### src/hdl/mid_pkg.sv
/*
  shared constants for the instruction decode and execute core:
  word layout, opcode patterns, flag positions, register offsets and reset values.
  assumes nothing of its surroundings; imported whole by the core module.
*/
package mid_pkg;

  // word and field widths
  localparam int unsigned INSTR_W = 14;
  localparam int unsigned DATA_W  = 8;
  localparam int unsigned TGT_W   = 10;

  // status bit positions
  localparam int unsigned FLAG_C  = 0;
  localparam int unsigned FLAG_DC = 1;
  localparam int unsigned FLAG_Z  = 2;
  localparam int unsigned FLAG_PD = 3;
  localparam int unsigned FLAG_TO = 4;
  localparam int unsigned STAT_W  = 5;

  // register port offsets
  localparam logic [2:0] REG_STATUS = 3'h0;
  localparam logic [2:0] REG_ACC    = 3'h1;
  localparam logic [2:0] REG_PTR_LO = 3'h2;
  localparam logic [2:0] REG_PTR_HI = 3'h3;

  // reset values
  localparam logic [4:0] STATUS_RST = 5'h18;
  localparam logic [7:0] ACC_RST    = 8'h00;

  // whole-word encodings
  localparam logic [13:0] W_NOP    = 14'h0000;
  localparam logic [13:0] W_SLEEP  = 14'h0003;
  localparam logic [13:0] W_DOGCLR = 14'h0004;
  localparam logic [13:0] W_RET    = 14'h0040;
  localparam logic [13:0] W_INTERRUPT_EXIT   = 14'h0060;
  localparam logic [13:0] W_CLRACC = 14'h0140;

  // upper six bits of byte and literal operations
  localparam logic [5:0] P_SUB  = 6'h02;
  localparam logic [5:0] P_DEC  = 6'h03;
  localparam logic [5:0] P_OR   = 6'h04;
  localparam logic [5:0] P_AND  = 6'h05;
  localparam logic [5:0] P_XOR  = 6'h06;
  localparam logic [5:0] P_ADD  = 6'h07;
  localparam logic [5:0] P_COM  = 6'h09;
  localparam logic [5:0] P_INC  = 6'h0a;
  localparam logic [5:0] P_DECS = 6'h0b;
  localparam logic [5:0] P_RRC  = 6'h0c;
  localparam logic [5:0] P_RLC  = 6'h0d;
  localparam logic [5:0] P_SWAP = 6'h0e;
  localparam logic [5:0] P_INCS = 6'h0f;
  localparam logic [5:0] P_RETL = 6'h18;
  localparam logic [5:0] P_LDL  = 6'h19;
  localparam logic [5:0] P_ORL  = 6'h1a;
  localparam logic [5:0] P_ANDL = 6'h1b;
  localparam logic [5:0] P_ADDL = 6'h1c;
  localparam logic [5:0] P_XORL = 6'h1f;

  // upper seven bits of single-form byte operations
  localparam logic [6:0] P_STORE = 7'h01;
  localparam logic [6:0] P_CLEAR_REG  = 7'h03;
  localparam logic [6:0] P_LOAD  = 7'h10;
  localparam logic [6:0] P_REG_NULL_TEST = 7'h11;

  // upper five bits of bit operations
  localparam logic [4:0] P_BCLR = 5'h08;
  localparam logic [4:0] P_BSET = 5'h09;
  localparam logic [4:0] P_BTSC = 5'h0a;
  localparam logic [4:0] P_BTSS = 5'h0b;

  // upper four bits of branch operations
  localparam logic [3:0] P_CALL = 4'h8;
  localparam logic [3:0] P_JUMP = 4'hc;

  typedef enum logic [5:0] {
    OP_NOP, OP_ADD, OP_SUB, OP_AND, OP_OR, OP_XOR, OP_CLEAR_REG, OP_CLEAR_ACC, OP_COM,
    OP_DEC, OP_INC, OP_DECS, OP_INCS, OP_LOAD, OP_STORE, OP_STORER, OP_RLC,
    OP_RRC, OP_SWAP, OP_REG_NULL_TEST, OP_BCLR, OP_BSET, OP_BTSC, OP_BTSS, OP_ADDL,
    OP_ANDL, OP_ORL, OP_XORL, OP_LDL, OP_CALL, OP_JUMP, OP_RET, OP_INTERRUPT_EXIT,
    OP_RETL, OP_DOGCLR, OP_SLEEP
  } mid_op_t;

  typedef enum logic [4:0] {
    ST_FETCH = 5'b00001,
    ST_EXEC  = 5'b00010,
    ST_DUMA  = 5'b00100,
    ST_DUMB  = 5'b01000,
    ST_SLEEP = 5'b10000
  } mid_state_t;

endpackage

### src/hdl/mid_core.sv
/*
  instruction decode and execute core: fetches 14-bit words, decodes them,
  drives accumulator, flags, fetch pointer, register file, stack and timer.
  assumes program memory and register file answer combinationally in the
  same clock, and an outside stack whose head is readable at any time.
  one instruction cycle is two clocks: fetch, then execute.
*/
// Added by the designer: the placing of the registers and the strobed register port.
// Function
// RULE_01: each word is 14 bits: opcode part plus operand fields.
// RULE_02: destination bit 0 sends result to accumulator, 1 to register.
// RULE_03: add accumulator to register, one cycle, updates C, DC, Z.
// RULE_04: subtract accumulator from register, one cycle, updates C, DC, Z.
// RULE_05: and, or, xor with register take one cycle, update only Z.
// RULE_06: register clear and accumulator clear write zero, update Z.
// RULE_07: invert, decrement, increment honour destination, update only Z.
// RULE_08: decrement or increment with skip on zero result, no flags.
// RULE_09: copy register to accumulator or back, one cycle, no flags.
// RULE_10: store accumulator to second plane by 6-bit address, no flags.
// RULE_11: rotate left or right through carry; only carry changes.
// RULE_12: nibble exchange honours destination, changes no flags.
// RULE_13: register null test sets Z when register holds zero.
// RULE_14: bit clear or set of 6-bit addressed register, no flags.
// RULE_15: bit tests skip next on clear or set, no flags.
// RULE_16: add 8-bit literal to accumulator, updates C, DC, Z.
// RULE_17: and, or, xor literal into accumulator update only Z.
// RULE_18: load literal into accumulator, flags unchanged.
// RULE_19: call and jump carry 10-bit target, take two cycles.
// RULE_20: returns take two cycles; return with literal loads accumulator.
// RULE_21: all-zero word idles; dog timer clear resets timers, sets TO, PD.
// RULE_22: standby word stops clock and updates TO, PD.
// RULE_23: call pushes next address before loading 10-bit target.
// RULE_24: taken skip turns fetched next word into a no-operation.
// RULE_25: clearing register or accumulator always sets zero flag.
// RULE_26: unknown patterns execute as one-cycle no-operation.
`timescale 1ns/10ps

module mid_core
  import mid_pkg::*;
#(
  parameter int unsigned PTR_W = 10
)(
  input  wire logic               mclk_in,
  input  wire logic               arst_n_in,
  input  wire logic [13:0]        instr_in,
  output logic                    fetch_out,
  output logic [PTR_W-1:0]        fetch_pointer_out,
  output logic [6:0]              rf_addr_out,
  output logic                    rf_rplane_out,
  input  wire logic [7:0]         rf_rdata_in,
  output logic                    rf_wr_out,
  output logic [7:0]              rf_wdata_out,
  output logic                    stack_push_out,
  output logic                    stack_pop_out,
  output logic [PTR_W-1:0]        stack_push_data_out,
  input  wire logic [PTR_W-1:0]   stack_head_in,
  output logic                    dog_clear_out,
  output logic                    gie_set_out,
  output logic                    standby_out,
  input  wire logic               wake_in,
  output logic                    instr_done_out,
  output logic [1:0]              instr_cycles_out,
  input  wire logic [2:0]         reg_addr_in,
  input  wire logic [7:0]         reg_wdata_in,
  input  wire logic               reg_wr_in,
  input  wire logic               reg_rd_in,
  output logic [7:0]              reg_rdata_out
);

  initial
  begin
    if (PTR_W < TGT_W || PTR_W > 16)
      $error("fetch pointer width must be 10 to 16");
  end

  // RULE_01 split word
  // map a 14-bit word onto its operation; exact words first
  function automatic mid_op_t mid_decode(input logic [13:0] w);
    mid_op_t op;
    op = OP_NOP;
    if (w == W_SLEEP) op = OP_SLEEP;
    else if (w == W_DOGCLR) op = OP_DOGCLR;
    else if (w == W_RET) op = OP_RET;
    else if (w == W_INTERRUPT_EXIT) op = OP_INTERRUPT_EXIT;
    else if (w == W_CLRACC) op = OP_CLEAR_ACC;
    else if (w == W_NOP) op = OP_NOP;
    else if (w[13:7] == P_STORE) op = OP_STORE;
    else if (w[13:6] == 8'h00) op = OP_STORER;
    else if (w[13:7] == P_CLEAR_REG) op = OP_CLEAR_REG;
    else if (w[13:7] == P_LOAD) op = OP_LOAD;
    else if (w[13:7] == P_REG_NULL_TEST) op = OP_REG_NULL_TEST;
    else if (w[13:9] == P_BCLR) op = OP_BCLR;
    else if (w[13:9] == P_BSET) op = OP_BSET;
    else if (w[13:9] == P_BTSC) op = OP_BTSC;
    else if (w[13:9] == P_BTSS) op = OP_BTSS;
    else if (w[13:10] == P_CALL) op = OP_CALL;
    else if (w[13:10] == P_JUMP) op = OP_JUMP;
    else
    begin
      // RULE_26 unknown is idle
      case (w[13:8])
        P_ADD:  op = OP_ADD;
        P_SUB:  op = OP_SUB;
        P_AND:  op = OP_AND;
        P_OR:   op = OP_OR;
        P_XOR:  op = OP_XOR;
        P_COM:  op = OP_COM;
        P_DEC:  op = OP_DEC;
        P_INC:  op = OP_INC;
        P_DECS: op = OP_DECS;
        P_INCS: op = OP_INCS;
        P_RLC:  op = OP_RLC;
        P_RRC:  op = OP_RRC;
        P_SWAP: op = OP_SWAP;
        P_ADDL: op = OP_ADDL;
        P_ANDL: op = OP_ANDL;
        P_ORL:  op = OP_ORL;
        P_XORL: op = OP_XORL;
        P_LDL:  op = OP_LDL;
        P_RETL: op = OP_RETL;
        default: op = OP_NOP;
      endcase
    end
    return op;
  endfunction

  mid_state_t         st_ff;
  mid_state_t         nxt_st;
  logic [13:0]        instr_ff;
  logic               skip_ff;
  logic               squash_ff;
  logic [PTR_W-1:0]   pc_ff;
  logic [7:0]         acc_ff;
  logic [4:0]         status_ff;
  mid_op_t            fetch_op;
  mid_op_t            exec_op;
  logic [7:0]         res;
  logic [7:0]         bit_mask;
  logic [8:0]         sum9;
  logic [4:0]         half5;
  logic               wr_acc;
  logic               wr_rf;
  logic               do_skip;
  logic               two_cyc;
  logic [7:0]         nxt_acc;
  logic [4:0]         nxt_status;
  logic               exec_fire;

  assign fetch_op  = mid_decode(instr_in);
  assign exec_op   = squash_ff ? OP_NOP : mid_decode(instr_ff);
  assign exec_fire = (st_ff == ST_EXEC);
  assign fetch_out = (st_ff == ST_FETCH);
  assign fetch_pointer_out = pc_ff;
  assign bit_mask  = 8'h01 << instr_ff[8:6];

  // execute datapath: result, destination and flag effects
  always_comb
  begin
    res        = rf_rdata_in;
    wr_acc     = 1'b0;
    wr_rf      = 1'b0;
    do_skip    = 1'b0;
    two_cyc    = 1'b0;
    sum9       = 9'h000;
    half5      = 5'h00;
    nxt_status = status_ff;
    unique case (exec_op)
      // RULE_03 add with flags
      // RULE_16 literal add shared
      OP_ADD, OP_ADDL:
      begin
        sum9  = {1'b0, (exec_op == OP_ADDL) ? instr_ff[7:0] : rf_rdata_in} + {1'b0, acc_ff};
        half5 = {1'b0, (exec_op == OP_ADDL) ? instr_ff[3:0] : rf_rdata_in[3:0]}
              + {1'b0, acc_ff[3:0]};
        res   = sum9[7:0];
        nxt_status[FLAG_C]  = sum9[8];
        nxt_status[FLAG_DC] = half5[4];
        nxt_status[FLAG_Z]  = (res == 8'h00);
      end
      // RULE_04 subtract, carry means no borrow
      OP_SUB:
      begin
        res = rf_rdata_in - acc_ff;
        nxt_status[FLAG_C]  = (rf_rdata_in >= acc_ff);
        nxt_status[FLAG_DC] = (rf_rdata_in[3:0] >= acc_ff[3:0]);
        nxt_status[FLAG_Z]  = (res == 8'h00);
      end
      // RULE_05 logic with register
      OP_AND:  res = rf_rdata_in & acc_ff;
      OP_OR:   res = rf_rdata_in | acc_ff;
      OP_XOR:  res = rf_rdata_in ^ acc_ff;
      // RULE_07 unary byte operations
      OP_COM:  res = ~rf_rdata_in;
      OP_DEC:  res = rf_rdata_in - 8'h01;
      OP_INC:  res = rf_rdata_in + 8'h01;
      // RULE_08 skip on zero result
      OP_DECS:
      begin
        res     = rf_rdata_in - 8'h01;
        do_skip = (res == 8'h00);
      end
      OP_INCS:
      begin
        res     = rf_rdata_in + 8'h01;
        do_skip = (res == 8'h00);
      end
      // RULE_06 clear target
      OP_CLEAR_REG, OP_CLEAR_ACC: res = 8'h00;
      // RULE_09 moves
      OP_LOAD: res = rf_rdata_in;
      // RULE_09 store back and RULE_10 second plane store
      OP_STORE, OP_STORER: res = acc_ff;
      // RULE_11 rotate through carry
      OP_RLC:
      begin
        res = {rf_rdata_in[6:0], status_ff[FLAG_C]};
        nxt_status[FLAG_C] = rf_rdata_in[7];
      end
      OP_RRC:
      begin
        res = {status_ff[FLAG_C], rf_rdata_in[7:1]};
        nxt_status[FLAG_C] = rf_rdata_in[0];
      end
      // RULE_12 nibble exchange
      OP_SWAP: res = {rf_rdata_in[3:0], rf_rdata_in[7:4]};
      // RULE_13 null test
      OP_REG_NULL_TEST: nxt_status[FLAG_Z] = (rf_rdata_in == 8'h00);
      // RULE_14 bit force
      OP_BCLR: res = rf_rdata_in & ~bit_mask;
      OP_BSET: res = rf_rdata_in | bit_mask;
      // RULE_15 bit tests
      OP_BTSC: do_skip = ((rf_rdata_in & bit_mask) == 8'h00);
      OP_BTSS: do_skip = ((rf_rdata_in & bit_mask) != 8'h00);
      // RULE_17 literal logic
      OP_ANDL: res = instr_ff[7:0] & acc_ff;
      OP_ORL:  res = instr_ff[7:0] | acc_ff;
      OP_XORL: res = instr_ff[7:0] ^ acc_ff;
      // RULE_18 literal load
      OP_LDL:  res = instr_ff[7:0];
      // RULE_20 return with literal
      OP_RETL:
      begin
        res     = instr_ff[7:0];
        two_cyc = 1'b1;
      end
      // RULE_19 branches take two cycles
      OP_CALL, OP_JUMP, OP_RET, OP_INTERRUPT_EXIT: two_cyc = 1'b1;
      // RULE_21 dog timer clear marks awake
      OP_DOGCLR:
      begin
        nxt_status[FLAG_TO] = 1'b1;
        nxt_status[FLAG_PD] = 1'b1;
      end
      // RULE_22 standby entry
      OP_SLEEP:
      begin
        nxt_status[FLAG_TO] = 1'b1;
        nxt_status[FLAG_PD] = 1'b0;
      end
      OP_NOP: res = rf_rdata_in;
    endcase
    // RULE_02 destination routing
    unique case (exec_op)
      OP_ADD, OP_SUB, OP_AND, OP_OR, OP_XOR, OP_COM, OP_DEC, OP_INC, OP_DECS,
      OP_INCS, OP_RLC, OP_RRC, OP_SWAP:
      begin
        wr_rf  = instr_ff[7];
        wr_acc = ~instr_ff[7];
      end
      OP_CLEAR_REG, OP_STORE, OP_STORER, OP_BCLR, OP_BSET: wr_rf = 1'b1;
      OP_CLEAR_ACC, OP_LOAD, OP_ADDL, OP_ANDL, OP_ORL, OP_XORL, OP_LDL, OP_RETL:
        wr_acc = 1'b1;
      default:
      begin
        wr_rf  = 1'b0;
        wr_acc = 1'b0;
      end
    endcase
    // RULE_05 zero flag of logic and unary operations
    if (exec_op inside {OP_AND, OP_OR, OP_XOR, OP_COM, OP_DEC, OP_INC, OP_ANDL,
                        OP_ORL, OP_XORL})
      nxt_status[FLAG_Z] = (res == 8'h00);
    // RULE_25 clear always sets zero
    if (exec_op inside {OP_CLEAR_REG, OP_CLEAR_ACC})
      nxt_status[FLAG_Z] = 1'b1;
    nxt_acc = wr_acc ? res : acc_ff;
  end

  // sequencer: fetch, execute, dead cycle for branches, standby
  always_comb
  begin
    nxt_st = st_ff;
    unique case (st_ff)
      ST_FETCH: nxt_st = ST_EXEC;
      ST_EXEC:
        if (exec_op == OP_SLEEP) nxt_st = ST_SLEEP;
        else if (two_cyc) nxt_st = ST_DUMA;
        else nxt_st = ST_FETCH;
      ST_DUMA:  nxt_st = ST_DUMB;
      ST_DUMB:  nxt_st = ST_FETCH;
      ST_SLEEP: nxt_st = wake_in ? ST_FETCH : ST_SLEEP;
      default:  nxt_st = ST_FETCH;
    endcase
  end

  always_ff @(posedge mclk_in or negedge arst_n_in)
  begin
    if (!arst_n_in) st_ff <= ST_FETCH;
    else st_ff <= nxt_st;
  end

  // latch word and register-file address at fetch
  always_ff @(posedge mclk_in or negedge arst_n_in)
  begin
    if (!arst_n_in)
    begin
      instr_ff      <= W_NOP;
      squash_ff     <= 1'b0;
      rf_addr_out   <= 7'h00;
      rf_rplane_out <= 1'b0;
    end
    else if (st_ff == ST_FETCH)
    begin
      instr_ff  <= instr_in;
      // RULE_24 skipped word becomes idle
      squash_ff <= skip_ff;
      rf_rplane_out <= (fetch_op == OP_STORER);
      if (fetch_op inside {OP_BCLR, OP_BSET, OP_BTSC, OP_BTSS, OP_STORER})
        rf_addr_out <= {1'b0, instr_in[5:0]};
      else
        rf_addr_out <= instr_in[6:0];
    end
  end

  // skip request carried to the next fetch
  always_ff @(posedge mclk_in or negedge arst_n_in)
  begin
    if (!arst_n_in) skip_ff <= 1'b0;
    else if (exec_fire) skip_ff <= do_skip;
    else if (st_ff == ST_FETCH) skip_ff <= 1'b0;
  end

  // fetch pointer: advance at fetch, load target or stack head at execute
  always_ff @(posedge mclk_in or negedge arst_n_in)
  begin
    if (!arst_n_in) pc_ff <= '0;
    else if (st_ff == ST_FETCH) pc_ff <= pc_ff + 1'b1;
    else if (exec_fire && exec_op inside {OP_CALL, OP_JUMP})
      pc_ff[TGT_W-1:0] <= instr_ff[TGT_W-1:0];
    else if (exec_fire && exec_op inside {OP_RET, OP_INTERRUPT_EXIT, OP_RETL})
      pc_ff <= stack_head_in;
  end

  // accumulator and status; execute wins over a register-port write
  always_ff @(posedge mclk_in or negedge arst_n_in)
  begin
    if (!arst_n_in)
    begin
      acc_ff    <= ACC_RST;
      status_ff <= STATUS_RST;
    end
    else if (exec_fire)
    begin
      acc_ff    <= nxt_acc;
      status_ff <= nxt_status;
    end
    else if (reg_wr_in && reg_addr_in == REG_ACC) acc_ff <= reg_wdata_in;
    else if (reg_wr_in && reg_addr_in == REG_STATUS) status_ff <= reg_wdata_in[4:0];
  end

  // register-file write, stack and side pulses, one clock each
  always_ff @(posedge mclk_in or negedge arst_n_in)
  begin
    if (!arst_n_in)
    begin
      rf_wr_out           <= 1'b0;
      rf_wdata_out        <= 8'h00;
      stack_push_out      <= 1'b0;
      stack_pop_out       <= 1'b0;
      stack_push_data_out <= '0;
      dog_clear_out       <= 1'b0;
      gie_set_out         <= 1'b0;
      instr_done_out      <= 1'b0;
      instr_cycles_out    <= 2'h0;
    end
    else
    begin
      rf_wr_out      <= exec_fire && wr_rf;
      stack_push_out <= exec_fire && (exec_op == OP_CALL);
      stack_pop_out  <= exec_fire && (exec_op inside {OP_RET, OP_INTERRUPT_EXIT, OP_RETL});
      dog_clear_out  <= exec_fire && (exec_op == OP_DOGCLR);
      gie_set_out    <= exec_fire && (exec_op == OP_INTERRUPT_EXIT);
      instr_done_out <= exec_fire && !squash_ff;
      if (exec_fire)
      begin
        rf_wdata_out <= res;
        instr_cycles_out <= (two_cyc || do_skip) ? 2'h2 : 2'h1;
      end
      // RULE_23 push next address
      if (exec_fire && exec_op == OP_CALL) stack_push_data_out <= pc_ff;
    end
  end

  // standby level until wake
  always_ff @(posedge mclk_in or negedge arst_n_in)
  begin
    if (!arst_n_in) standby_out <= 1'b0;
    else standby_out <= (nxt_st == ST_SLEEP);
  end

  // register port read, data one clock later
  always_ff @(posedge mclk_in or negedge arst_n_in)
  begin
    if (!arst_n_in) reg_rdata_out <= 8'h00;
    else if (reg_rd_in)
      unique case (reg_addr_in)
        REG_STATUS: reg_rdata_out <= {3'h0, status_ff};
        REG_ACC:    reg_rdata_out <= acc_ff;
        REG_PTR_LO: reg_rdata_out <= pc_ff[7:0];
        REG_PTR_HI: reg_rdata_out <= 8'(pc_ff >> 8);
        default:    reg_rdata_out <= 8'h00;
      endcase
    else reg_rdata_out <= 8'h00;
  end

  dest_acc_a: assert property (@(posedge mclk_in) disable iff (!arst_n_in) // RULE_02
    exec_fire && exec_op == OP_ADD && !instr_ff[7] |=> !rf_wr_out)
    else $error("add with destination 0 wrote the register file");
  add_result_a: assert property (@(posedge mclk_in) disable iff (!arst_n_in) // RULE_03
    exec_fire && exec_op == OP_ADD && instr_ff[7]
    |=> rf_wr_out && rf_wdata_out == 8'($past(rf_rdata_in) + $past(acc_ff)))
    else $error("add result wrong");
  clear_zero_a: assert property (@(posedge mclk_in) disable iff (!arst_n_in) // RULE_25
    exec_fire && exec_op inside {OP_CLEAR_REG, OP_CLEAR_ACC} |=> status_ff[FLAG_Z])
    else $error("clear left zero flag low");
  branch_two_a: assert property (@(posedge mclk_in) disable iff (!arst_n_in) // RULE_19
    exec_fire && exec_op == OP_JUMP |=> st_ff == ST_DUMA ##1 st_ff == ST_DUMB
    ##1 st_ff == ST_FETCH)
    else $error("jump did not take two cycles");
  call_push_a: assert property (@(posedge mclk_in) disable iff (!arst_n_in) // RULE_23
    exec_fire && exec_op == OP_CALL |=> stack_push_out
    && stack_push_data_out == $past(pc_ff)
    && pc_ff[TGT_W-1:0] == $past(instr_ff[TGT_W-1:0]))
    else $error("call push or target wrong");
  skip_idle_a: assert property (@(posedge mclk_in) disable iff (!arst_n_in) // RULE_24
    st_ff == ST_FETCH && skip_ff |=> ##1 !rf_wr_out && !stack_push_out
    && acc_ff == $past(acc_ff))
    else $error("skipped word had an effect");
  move_flags_a: assert property (@(posedge mclk_in) disable iff (!arst_n_in) // RULE_09
    exec_fire && exec_op == OP_LOAD |=> status_ff == $past(status_ff)
    && acc_ff == $past(rf_rdata_in))
    else $error("register load changed flags or missed");
  rotate_carry_a: assert property (@(posedge mclk_in) disable iff (!arst_n_in) // RULE_11
    exec_fire && exec_op == OP_RLC |=> status_ff[FLAG_C] == $past(rf_rdata_in[7])
    && status_ff[FLAG_Z] == $past(status_ff[FLAG_Z]))
    else $error("rotate carry wrong");
  lit_load_a: assert property (@(posedge mclk_in) disable iff (!arst_n_in) // RULE_18
    exec_fire && exec_op == OP_LDL |=> acc_ff == $past(instr_ff[7:0])
    && $stable(status_ff))
    else $error("literal load wrong");

endmodule

### config.mk
export PLATFORM = sky130hd
export DESIGN_NAME = mid_core
export DESIGN_NICKNAME = d
export VERILOG_FILES = /design/src/hdl/mid_pkg.sv /design/src/hdl/mid_core.sv
export SDC_FILE = /design/constraint.sdc
export NUM_CORES = 1
export LEC_CHECK = 0
export CAP_MARGIN = 10
export CORE_ASPECT_RATIO = 1.1
export CORE_MARGIN = 8
export CORE_UTILIZATION = 32
export CTS_CLUSTER_DIAMETER = 60
export DETAILED_ROUTE_END_ITERATION = 6
export DONT_BUFFER_PORTS = 1
export HOLD_SLACK_MARGIN = 0.05
export SLEW_MARGIN = 20
export SYNTH_ARGS = -nofsm -noshare
export SYNTH_HDL_FRONTEND = slang
export SYNTH_SLANG_ARGS = --single-unit
### constraint.sdc
create_clock -name mclk_in -period 7.2 [get_ports mclk_in]
set_input_delay 0.36 -clock mclk_in [delete_from_list [all_inputs] [get_ports mclk_in]]
set_output_delay 0.36 -clock mclk_in [all_outputs]
set_load 0.1 [all_outputs]
=== Yosys cells after proc, flatten, opt, wreduce, memory -nomap -nowiden ===
Memories as Yosys holds them, arrays and structs flattened.
Cells that the tools add are included.
Widths: inputs -> output; s select.

* Bits in registers: 87
* ROM bits: 384
* Bits of input ports: 48
* Output and inout bits: 54
* Logic and storage cells: 247
* Memories kept: 2

{| class="wikitable"
|+ Memories
! memory !! words !! width !! read ports !! clocked after memory_dff !! write ports !! RTL line !! RTL
|-
| (name not given) || 32 || 6 || 1 || 0 || 0 || mid_core.sv:101 || <nowiki>case (w[13:8])</nowiki>
|-
| (name not given) || 32 || 6 || 1 || 0 || 0 || mid_core.sv:101 ||
|}

* Add/subtract/negate cells: 6
* $lt $le $gt $ge: 2
* Equality and inequality tests: 84
* Shift-type cells: 1
* Mux-type cells: 69
* Bitwise operators: 12
* Reduce and logical (&&, ||, !) cells: 48

{| class="wikitable"
|+ Operators by type and width
! kind !! number
|-
| $mux 6 || 37
|-
| $pmux 8 s19 || 1
|-
| $eq 6x5->1 const B || 20
|-
| $logic_not 8->1 || 9
|-
| $eq 14x7->1 const B || 4
|-
| $eq 6x4->1 const B || 9
|-
| $eq 5x4->1 const B || 8
|-
| $mux 8 || 5
|-
| $and 8x8->8 || 4
|-
| $pmux 8 s4 || 1
|-
| $mux 10 || 3
|-
| $eq 14x2->1 const B || 2
|-
| $eq 14x3->1 const B || 2
|-
| $eq 14x9->1 const B || 2
|-
| $eq 7x5->1 const B || 4
|-
| $logic_not 14->1 || 2
|-
| $mux 5 || 5
|-
| $eq 6x3->1 const B || 4
|-
| $eq 6x6->1 const B || 4
|-
| $or 8x8->8 || 3
|-
| $pmux 5 s4 || 1
|-
| $eq 4x4->1 const B || 4
|-
| $not 8->8 || 2
|-
| $xor 8x8->8 || 2
|-
| 48 further kinds || 84
|}

=== Depth between registers and ports, before layout ===
Gate-level depths: netlist of run 1.
An unclocked memory read counts as a cell.

* Word-level depth: 28
* Mapped depth: 28
* Depth with buffers taken out: 25

=== Worst setup path after synthesis of run 1 ===
No wires, ideal clock.

* Path type: register to register
* Start: register instr_ff[8]
* End: register status_ff[2]
* Setup time: 0.076 ns
* Arrival: 5.775 ns
* Required time: 7.124 ns
* Path slack: 1.348 ns
* Cell stages (with the launch flop): 23
* Buffers on the path: 3
* Period minus slack after synthesis: 5.852 ns
* Cells stage by stage: dfrtp_1 clkbuf_1 inv_1 ha_1 nor4b_1 nand4_1 nand4_1 or4b_1 nor4_2 and3_1 buf_6 clkbuf_1 mux2_2 ha_1 a21o_1 a21o_1 a31oi_1 xor2_1 o221ai_1 a2111oi_0 a31oi_1 or4b_1 o21ai_1

* Longest elaborated chain between the ends: 28
* Elaborated cells on any way between the ends: 80
* Classes of those cells: add/sub (1); eq/ne (36); shift (1); mux (25); bitwise (3); reduce/logical (13); memory (1)

{| class="wikitable"
|+ RTL lines
! element !! RTL line !! RTL
|-
| start: declaration || mid_core.sv:129 || <nowiki>logic [13:0] instr_ff;</nowiki>
|-
| start signal: assignment || mid_core.sv:324 || <nowiki>instr_ff <= instr_in;</nowiki>
|-
| $mem_v2 32x6 || -- ||
|-
| $mux 6 || mid_core.sv:101 ||
|-
| $mux 6 || mid_core.sv:97 || <nowiki>else if (w[13:10] == P_JUMP) op = OP_JUMP;</nowiki>
|-
| $mux 6 || mid_core.sv:96 || <nowiki>else if (w[13:10] == P_CALL) op = OP_CALL;</nowiki>
|-
| $mux 6 || mid_core.sv:95 || <nowiki>else if (w[13:9] == P_BTSS) op = OP_BTSS;</nowiki>
|-
| $mux 6 || mid_core.sv:94 || <nowiki>else if (w[13:9] == P_BTSC) op = OP_BTSC;</nowiki>
|-
| $mux 6 || mid_core.sv:93 || <nowiki>else if (w[13:9] == P_BSET) op = OP_BSET;</nowiki>
|-
| $mux 6 || mid_core.sv:92 || <nowiki>else if (w[13:9] == P_BCLR) op = OP_BCLR;</nowiki>
|-
| [... 12 more ...] || -- ||
|-
| $eq 6x5->1 || mid_core.sv:167, mid_core.sv:172 ||
|-
| $mux 8 || mid_core.sv:172 || <nowiki>sum9 = {1'b0, (exec_op == OP_ADDL) ? instr_ff[7:0] : rf_rdata_in} + {1'b0, acc_ff};</nowiki>
|-
| $add 8x8->9 || mid_core.sv:172 ||
|-
| $pmux 8 s19 or $logic_not 8->1 (tied branches) || mid_core.sv:167, mid_core.sv:178 ||
|-
| $logic_not 8->1 or $pmux 1 s3 (tied branches) || mid_core.sv:282, mid_core.sv:167 ||
|-
| $mux 1 || mid_core.sv:280 || <nowiki>if (exec_op inside {OP_AND, OP_OR, OP_XOR, OP_COM, OP_DEC, OP_INC, OP_ANDL,</nowiki>
|-
| $mux 1 || mid_core.sv:284 || <nowiki>if (exec_op inside {OP_CLEAR_REG, OP_CLEAR_ACC})</nowiki>
|-
| $mux 5 || mid_core.sv:362 || <nowiki>else if (exec_fire)</nowiki>
|-
| end signal: assignment || mid_core.sv:365 || <nowiki>status_ff <= nxt_status;</nowiki>
|-
| end signal: assignment || mid_core.sv:368 || <nowiki>else if (reg_wr_in && reg_addr_in == REG_STATUS) status_ff <= reg_wdata_in[4:0];</nowiki>
|-
| end: declaration || mid_core.sv:134 || <nowiki>logic [4:0] status_ff;</nowiki>
|}

Parallel ways exist; a longest one is shown, timed or not.
A chain may end at the register's enable or synchronous reset.

=== Worst setup path after layout of run 1 ===
Same ends and word-level chain as after synthesis.

==> impl_metrics.json, run 1 <==
{
  "status": "finished clean",
  "crit_fanout": 15,
  "setup_viol": 0,
  "syn_area_per_cell_um2": 7.616,
  "max_freq_mhz": 149.6,
  "dr.pass1.iters": 6,
  "yosys_warnings": 0,
  "holdBufCountCts": 2,
  "path_clk_slew_ns": 0.07,
  "die-area_um2": 29940,
  "synthDistinctLibCells": 86,
  "period_minus_slack_ns": 6.683,
  "crit_chain": "inv_1 > ha_1 > nor4b_1 > nand4_1 > nand4_1 > or4b_1 > nor4_2 > and3_1 > mux2_2 > ha_1 > a21oi_1 > nand2_1 > a21o_1 > a21o_1 > a31oi_1 > xor2_1 > o221ai_1 > a2111oi_0 > a31oi_1 > or4b_1 > o21ai_1",
  "maxCapViolCount": 0,
  "die_w_um": 165.7,
  "synth.yosys.seq_area_share_pct": 25.74,
  "ctsHtreeMaxLevel": 3,
  "synthArstFlopShare_pct": 100.0,
  "syn_to_final_growth_pct": 8.088,
  "tns_ns": 0,
  "synth_top_area_cell": "dfrtp_1",
  "first_global_vias": 7952,
  "finClkSkew_ns": 0.009936,
  "synth_top_cell_area_share_pct": 24.74,
  "diodes": 0,
  "path_class": "reg2reg",
  "max_stage_delay_ns": 0.57,
  "synth_area_leaders": "dfrtp_1 (25%), nand2_1 (6.4%), ha_1 (5.4%)",
  "ys_ff_latch": 81,
  "mostFrequentLayoutCells": "nand2_1 (134), nor2_1 (99), dfrtp_1 (77)",
  "grtUsageTotal_pct": 20.68,
  "clockRootBuffer": "clkbuf_16",
  "r2r_cells": 21,
  "multi_input_area_um2": 5385,
  "worstPathRequired_ns": 7.48,
  "hp-class": "in2reg",
  "drtAntennaViolNets": 0,
  "worstSetupEndpointType": "flip-flop",
  "first_iter_violations": 1139,
  "clkSinkCount": 81,
  "start_util_pct": 32.44,
  "layout.nets": 1088,
  "critical-path-top-delay-family": "simple AND/OR/NAND/NOR gates",
  "coreArea_um2": 24320,
  "fin_util_pct": 35.06,
  "totalWireLength_mm": 32.25,
  "cts_tree": "yes",
  "synth_edf_count": 0,
  "mostFrequentLayoutCell": "nand2_1",
  "dp.final_hpwl_mm": 24.17,
  "synthCells": 1036,
  "clk_latency_ns": 0.35,
  "holdPathStages": 2,
  "whs_ns": 0.1175,
  "routedWlPerCell_um": 24.45,
  "die_h_um": 180.7,
  "syn_area_um2": 7890,
  "ff2ff_setup_slack_ns": 0.52,
  "worstPathArrival_ns": 6.96,
  "cp_num_buf_inv": 1,
  "ios": 102,
  "cts_setup_buffers": 0,
  "fin_crit_sh_pct": 92.82,
  "rows": 60,
  "cts_buffers": 9,
  "grt_pass1_wl_mm": 49.60,
  "slew_viol_final": 0,
  "antenna_found_initial": 0,
  "dr_total_vias": 8321,
  "overflow": 0,
  "fillers": 2606,
  "cp_num_cells": 21,
  "relSlewSlack_pct": 22.05,
  "finalHoldViolCount": 0,
  "grt_setup_unrepaired": "no",
  "ys.flop_type": "dfrtp_1",
  "port_buffers": 0,
  "grt_start_max_net_pins": 82,
  "drive_gt1_share_pct": 8.523,
  "worst_slew_pin_slew_ns": 1.169,
  "cp-start-kind": "flip-flop",
  "remaining_drc_errors": 0,
  "place.gp.congestion": 1.023,
  "cp_slowest_cell": "or4b_1",
  "regArea_um2": 2032,
  "cts_buffer_depth": 2,
  "post_cts_resized": 0,
  "synth_fp_nets": 1120,
  "vias_per_cell": 6.309
}
-- cell families (layout without fill, tap and decap cells) --
family                   count (synthesis)  after routing  share of synthesized area, %
multiplexers                            32             32                         4.551
AO/OA/AOI/OAI                          307            307                         26.82
XOR/XNOR                                23             23                         2.553
AND/OR/NAND/NOR                        440            440                         28.18
flip-flops                              81             81                         25.74
buffers and inverters                  117             90                         6.264
adder cells (fa/ha/maj)                 36             36                         5.899
-- per-layer routing --
metal | GRT usage, % | up-vias | wire length (um)
met5 | 0 | - | 0
met4 | 8.405 | 0 | 1292
met3 | 4.797 | 85 | 3161
met2 | 32.37 | 468 | 14590
met1 | 26.92 | 3980 | 13200
li1 | - | 3788 | -
-- layout make-up --
class                      count  share of cell area [%]
tap                          310                   4.548
inverter                      44                   1.937
timing repair buffer          30                   2.905
sequential                    81                   23.83
multi-input combinational    838                   63.15
clock inverter                 7                  0.9977
clock buffer                   9                   2.641
-- per-stage QoR --
step                      worst slack, ns  instance area (um2)  instances
after floorplan                     1.348                 7890       1036
after global placement             0.9522                 8179       1301
after detailed placement           0.6967                 8179       1301
after CTS                          0.6279                 8527       1319
after global routing              0.08557                 8528       1319
final                              0.5171                 8528       1319
-- cells in the mapped netlist, types with 11 or more instances --
cell,n
ha_1,34
nor2_1,99
a21o_1,14
o21ai_0,66
nor3_1,28
nand3_1,35
o221ai_1,11
nor2b_1,13
nand2b_1,17
nand4_1,15
clkbuf_1,48
a21oi_1,57
nor4_1,17
nand2_1,134
a22oi_1,15
dfrtp_1,78
mux2i_1,19
a31oi_1,14
inv_1,43
o211ai_1,11
mux2_2,11
xnor2_1,18
or3_1,14
-- path summary, 6_finish.rpt --
kind | startpoint | endpoint
min reg2reg | st_ff[3]$_DFF_PN0_ | st_ff[3]$_DFF_PN0_
min | instr_in[5] | rf_addr_out[5]$_DFFE_PN0P_
max | instr_ff[8]$_DFFE_PN0P_ | status_ff[2]$_DFFE_PN0P_
min in group asynchronous | arst_n_in | rf_wdata_out[0]$_DFFE_PN0N_
max reg2reg | instr_ff[8]$_DFFE_PN0P_ | status_ff[2]$_DFFE_PN0P_
max in group asynchronous | arst_n_in | st_ff[0]$_DFF_PN1_
-- sequential cells by signal, summed over array words and instances, names as in the netlist, 2 cells and up --
register	count
stack_push_data_out	10
instr_ff	8
fetch_pointer_out	10
instr_cycles_out	2
rf_addr_out	7
rf_wdata_out	8
st_ff	5
reg_rdata_out	8
status_ff	5
acc_ff	8
Power of run 1 is not shown: default switching activity piles up to over one toggle a cycle in this logic, so the estimate is an artifact.
==> inputs of run 2 (changes only) <==
Settings changed: BUFFER_PORTS_ARGS set to -buffer_cell sky130_fd_sc_hd__buf_4, CORE_UTILIZATION 32 to 26, DONT_BUFFER_PORTS 1 to unset.
==> run 2 against run 1 <==
Net effect:
- maximum frequency is 2.8% higher
- clock skew increased by 0.0049 ns
- sequential share of layout area is 2.1 points lower
- die area rose by 21%
- non-clock buffer count up 100
- via count increased by 4.9%
- cell count increased by 13%
- first-iteration DRC count is 25% lower
- worst hold slack improved by 0.10 ns
- global-route usage fell by 2.3 points
- highest routed layer unchanged
==> impl_metrics.json, run 2 (synthesized netlist as in run 1, its figures left out) <==
{
  "status": "finished clean",
  "die-area_um2": 36180,
  "finClkSkew_ns": 0.01487,
  "max_freq_mhz": 153.8,
  "path_class": "reg2reg",
  "r2r_cells": 21,
  "met1_usage_pct": 24.53,
  "grt_setup_unrepaired": "no",
  "drtAntennaViolNets": 0,
  "remaining_drc_errors": 0,
  "grtUsageTotal_pct": 18.33,
  "dr.pass1.iters": 6,
  "clk_latency_ns": 0.36,
  "routedWlPerCell_um": 22.78,
  "drive_gt1_share_pct": 16.77,
  "dp.final_hpwl_mm": 25.91,
  "place.gp.congestion": 1.009,
  "maxCapViolCount": 0,
  "finalHoldViolCount": 0,
  "grt_use_met2_pct": 29.11,
  "diodes": 0,
  "clkSinkCount": 81,
  "cts_tree": "yes",
  "holdPathStages": 3,
  "cts_buffer_depth": 2,
  "busiest_layer": "met2",
  "first_global_vias": 8482,
  "grt_start_max_net_pins": 76,
  "layout.nets": 1188,
  "die_h_um": 198.7,
  "mostFrequentLayoutCell": "nand2_1",
  "setup_viol": 0,
  "worstSetupEndpointType": "flip-flop",
  "reg2reg_from": "instr_ff[9]$_DFFE_PN0P_",
  "vias_per_cell": 5.864,
  "worst_slew_pin_slew_ns": 1.136,
  "ios": 102,
  "die_w_um": 182.1,
  "rows": 67,
  "worstPathArrival_ns": 6.79,
  "hp-class": "in2reg",
  "tns_ns": 0,
  "hp-start": "instr_in[5]",
  "start_util_pct": 26.14,
  "fin_crit_sh_pct": 90.30,
  "port_buffers": 101,
  "period_minus_slack_ns": 6.502,
  "dr_total_vias": 8726,
  "fillers": 3267,
  "relSlewSlack_pct": 23.67,
  "clockRootBuffer": "clkbuf_16",
  "antenna_found_initial": 0,
  "cp-start-kind": "flip-flop",
  "mostFrequentLayoutCells": "nand2_1 (134), buf_4 (129), nor2_1 (99)",
  "first_iter_violations": 856,
  "crit_path_start": "instr_ff[9]$_DFFE_PN0P_",
  "syn_to_final_growth_pct": 18.41,
  "grt_pass1_wl_mm": 51.92,
  "overflow": 0,
  "ctsHtreeMaxLevel": 3,
  "slew_viol_final": 0,
  "met3_usage_pct": 3.124,
  "totalWireLength_mm": 33.90,
  "worstPathRequired_ns": 7.48,
  "coreArea_um2": 30180,
  "path_clk_slew_ns": 0.07,
  "crit_fanout": 9,
  "cts_buffers": 9,
  "whs_ns": 0.2180
}
[run 2: layout make-up]
class / count / area (um2) / share of cell area [%]
Clock buffer: 9 / 225.2 / 2.411
Timing Repair Buffer: 130 / 978.4 / 10.47
Multi-Input combinational cell: 838 / 5395 / 57.75
Sequential cell: 81 / 2031 / 21.74
Inverter: 44 / 165.2 / 1.768
Tap cell: 379 / 474.2 / 5.076
Clock inverter: 7 / 73.82 / 0.7901
[run 2: worst max-delay path, cell delays in order (launching register included)]
cell and delay [ns]:
dfrtp_1 0.47, inv_1 0.19, ha_1 0.32, nor4b_1 0.45, nand4_1 0.26, nand4_1 0.24, or4b_1 0.57, nor4_2 0.51
and3_1 0.31, mux2_2 0.38, ha_1 0.33, a21oi_1 0.15, nand2_1 0.10, a21o_1 0.19, a21o_1 0.20, a31oi_1 0.21
xor2_1 0.21, o221ai_1 0.13, a2111oi_0 0.37, a31oi_1 0.16, or4b_1 0.56, o21ai_1 0.13
[run 2: per-layer routing]
| metal | vias up | routed length [um] |
|---|---|---|
| li1 | 3988 | - |
| met1 | 4264 | 14870 |
| met2 | 395 | 15260 |
| met3 | 79 | 2558 |
| met4 | 0 | 1216 |
| met5 | - | 0 |
[run 2: worst paths after layout]
check                                             end  slack (ns)
setup / recovery             status_ff[2]$_DFFE_PN0P_        0.70
hold / removal             rf_addr_out[5]$_DFFE_PN0P_        0.22
setup reg to reg             status_ff[2]$_DFFE_PN0P_        0.70
hold reg to reg                    st_ff[3]$_DFF_PN0_        0.48
max in group asynchronous  rf_addr_out[6]$_DFFE_PN0P_        5.69
min in group asynchronous       acc_ff[2]$_DFFE_PN0P_        0.36
[run 2: stage by stage]
stage | worst slack [ns] | cell area [um2] | std cells | utilization (%)
after global routing | 0.1083 | 9343 | 1488 | 30.96
final | 0.6982 | 9343 | 1488 | 30.96
after CTS | 0.8602 | 9339 | 1488 | 30.95
after floorplan | 1.348 | 7890 | 1036 | -
after detailed placement | 0.9183 | 9030 | 1471 | 29.92
after global placement | 1.049 | 9030 | 1471 | 29.92
[run 2: repair_timing]
action | in CTS | in global routing
resized for setup | 0 | 0
hold buffers | 1 | 0
hold endpoints to repair | 6 | 0
setup buffers | 0 | 0
Power of run 2 is left out for the same reason.
==> inputs of run 3 (changes only) <==
Settings changed: CELL_PAD_IN_SITES_DETAIL_PLACEMENT set to 0, CELL_PAD_IN_SITES_GLOBAL_PLACEMENT set to 1, CTS_CLUSTER_SIZE set to 30, PLACE_DENSITY_LB_ADDON set to 0.1.
Clock period 7.2 ns to 6.5 ns, I/O delays scaled along.
==> run 3 against run 2 <==
Net effect:
- die area did not move
- worst setup slack got worse by 0.25 ns
- cell count rose by 0.67%
- the run now ends with DRC left
- wire length rose by 8.1%
- global-route usage rose by 1.7 points
==> impl_metrics.json, run 3 (synthesized netlist as in run 1, its figures left out) <==
{
  "max_stage_delay_ns": 0.72,
  "syn_to_final_growth_pct": 19.36,
  "clkSinkCount": 81,
  "path_class": "reg2reg",
  "cp-start-kind": "flip-flop",
  "maxCapViolCount": 0,
  "cts_tree": "yes",
  "die-area_um2": 36180,
  "layout.nets": 1198,
  "tns_ns": 0,
  "die_h_um": 198.7,
  "mostFrequentLayoutCell": "buf_4",
  "relSlewSlack_pct": 25.19,
  "mostFrequentLayoutCells": "buf_4 (139), nand2_1 (134), nor2_1 (99)",
  "crit_fanout": 20,
  "fin_crit_sh_pct": 93.07,
  "regArea_um2": 2031,
  "grt_setup_unrepaired": "no",
  "finalHoldViolCount": 0,
  "cp_slowest_cell": "or4_1",
  "place.gp.congestion": 0.9626,
  "violations": "DRC",
  "setup_viol": 0,
  "dr_total_vias": 8607,
  "max_freq_mhz": 165.3,
  "fillers": 3296,
  "drtAntennaViolNets": 0,
  "overflow": 0,
  "met1_usage_pct": 25.56,
  "clk_latency_ns": 0.35,
  "drive_gt1_share_pct": 17.52,
  "grt_pass1_wl_mm": 55.37,
  "worstPathArrival_ns": 6.33,
  "cts_buffer_depth": 2,
  "period_minus_slack_ns": 6.050,
  "vias_per_cell": 5.746,
  "hp-class": "in2reg",
  "first_iter_violations": 648,
  "worst_slew_pin_slew_ns": 1.094,
  "grt_use_met2_pct": 33.66,
  "dr.pass1.iters": 7,
  "port_buffers": 101,
  "worstPathRequired_ns": 6.78,
  "fin_util_pct": 31.21,
  "met3_usage_pct": 3.690,
  "fin_cells": 1498,
  "grt_start_max_net_pins": 73,
  "numPlacedInstances": 1481,
  "dp.final_hpwl_mm": 27.82,
  "grtUsageTotal_pct": 19.99,
  "remaining_drc_errors": 3,
  "rows": 67,
  "ios": 102,
  "finClkSkew_ns": 0.01392,
  "worstSetupEndpointType": "flip-flop",
  "crit_chain": "or4_1 > or3_1 > or3_1 > o31a_1 > nor4_2 > and3_1 > buf_4 > nand2_1 > o21ai_0 > ha_1 > inv_1 > fa_1 > o2bb2ai_1 > a22o_1 > a2111oi_0 > buf_4 > a31oi_1 > or4_1 > o21ai_1",
  "multi_input_area_um2": 5396,
  "totalWireLength_mm": 36.64,
  "status": "finished with violations",
  "die_w_um": 182.1,
  "routedWlPerCell_um": 24.46,
  "diodes": 0,
  "coreArea_um2": 30180,
  "first_global_vias": 8831,
  "path_clk_slew_ns": 0.07,
  "ctsHtreeMaxLevel": 3,
  "busiest_layer": "met2",
  "cts_buffers": 9,
  "start_util_pct": 26.14,
  "r2r_cells": 19,
  "clockRootBuffer": "clkbuf_16",
  "antenna_found_initial": 0,
  "slew_viol_final": 0,
  "holdPathStages": 3
}
==> run 3: cell types whose count changed in the layout (fill, tap and decap cells not counted), sizes merged <==
cell,before,now
inv,46,47
clkinvlp,2,1
buf,129,139
==> run 3: metrics by stage <==
| step | instance area (um2) | hold WS [ns] | worst slack, ns |
|---|---|---|---|
| floorplan | 7890 | 0.02941 | 0.6481 |
| global placement | 9104 | 0.1620 | 0.5527 |
| detailed placement | 9104 | 0.1628 | 0.4296 |
| CTS | 9412 | 0.1831 | 0.3987 |
| global route | 9418 | 0.2091 | 0.007077 |
| finish | 9418 | 0.2056 | 0.4504 |
==> run 3: final timing paths <==
check,start,to,slack [ns]
worst max-delay path,instr_ff[11]$_DFFE_PN0P_,status_ff[2]$_DFFE_PN0P_,0.45
worst min-delay path,instr_in[4],rf_addr_out[4]$_DFFE_PN0P_,0.21
worst max register to register,instr_ff[11]$_DFFE_PN0P_,status_ff[2]$_DFFE_PN0P_,0.45
worst min register to register,st_ff[3]$_DFF_PN0_,st_ff[3]$_DFF_PN0_,0.48
max in group asynchronous,arst_n_in,instr_done_out$_DFF_PN0_,5.01
min in group asynchronous,arst_n_in,acc_ff[0]$_DFFE_PN0P_,0.33
==> run 3: what timing repair did <==
| item | in CTS | in global routing |
|---|---|---|
| gates resized for setup | 0 | 1 |
| setup endpoints to repair | 0 | 1 |
| setup buffers | 0 | 0 |
| endpoints found under the hold margin | 9 | 0 |
| hold buffers | 1 | 0 |
==> run 3: final cells by class <==
class / instances / share of cell area, %
repair buffers: 140 / 11.19
flip-flops and latches: 81 / 21.56
clock buffers: 9 / 2.391
well taps: 379 / 5.035
clock inverters: 7 / 0.7706
inverters: 44 / 1.754
multi-input cells: 838 / 57.30
==> run 3: critical path, delay by kind of cell, from the launching register on <==
| kind | cells | cell delay, ns |
|---|---|---|
| flops | 1 | 0.58 |
| buf+inv | 3 | 0.54 |
| compound gates | 7 | 1.37 |
| simple gates | 7 | 2.69 |
| fa+ha+maj | 2 | 0.80 |
==> run 3: per-layer routing <==
layer  wire [um]  share of wire, %
met1       16030                44
met2       17380                47
met3        2186               6.0
met4        1048               2.9
met5           0                 0
Power of run 3 is left out for the same reason.
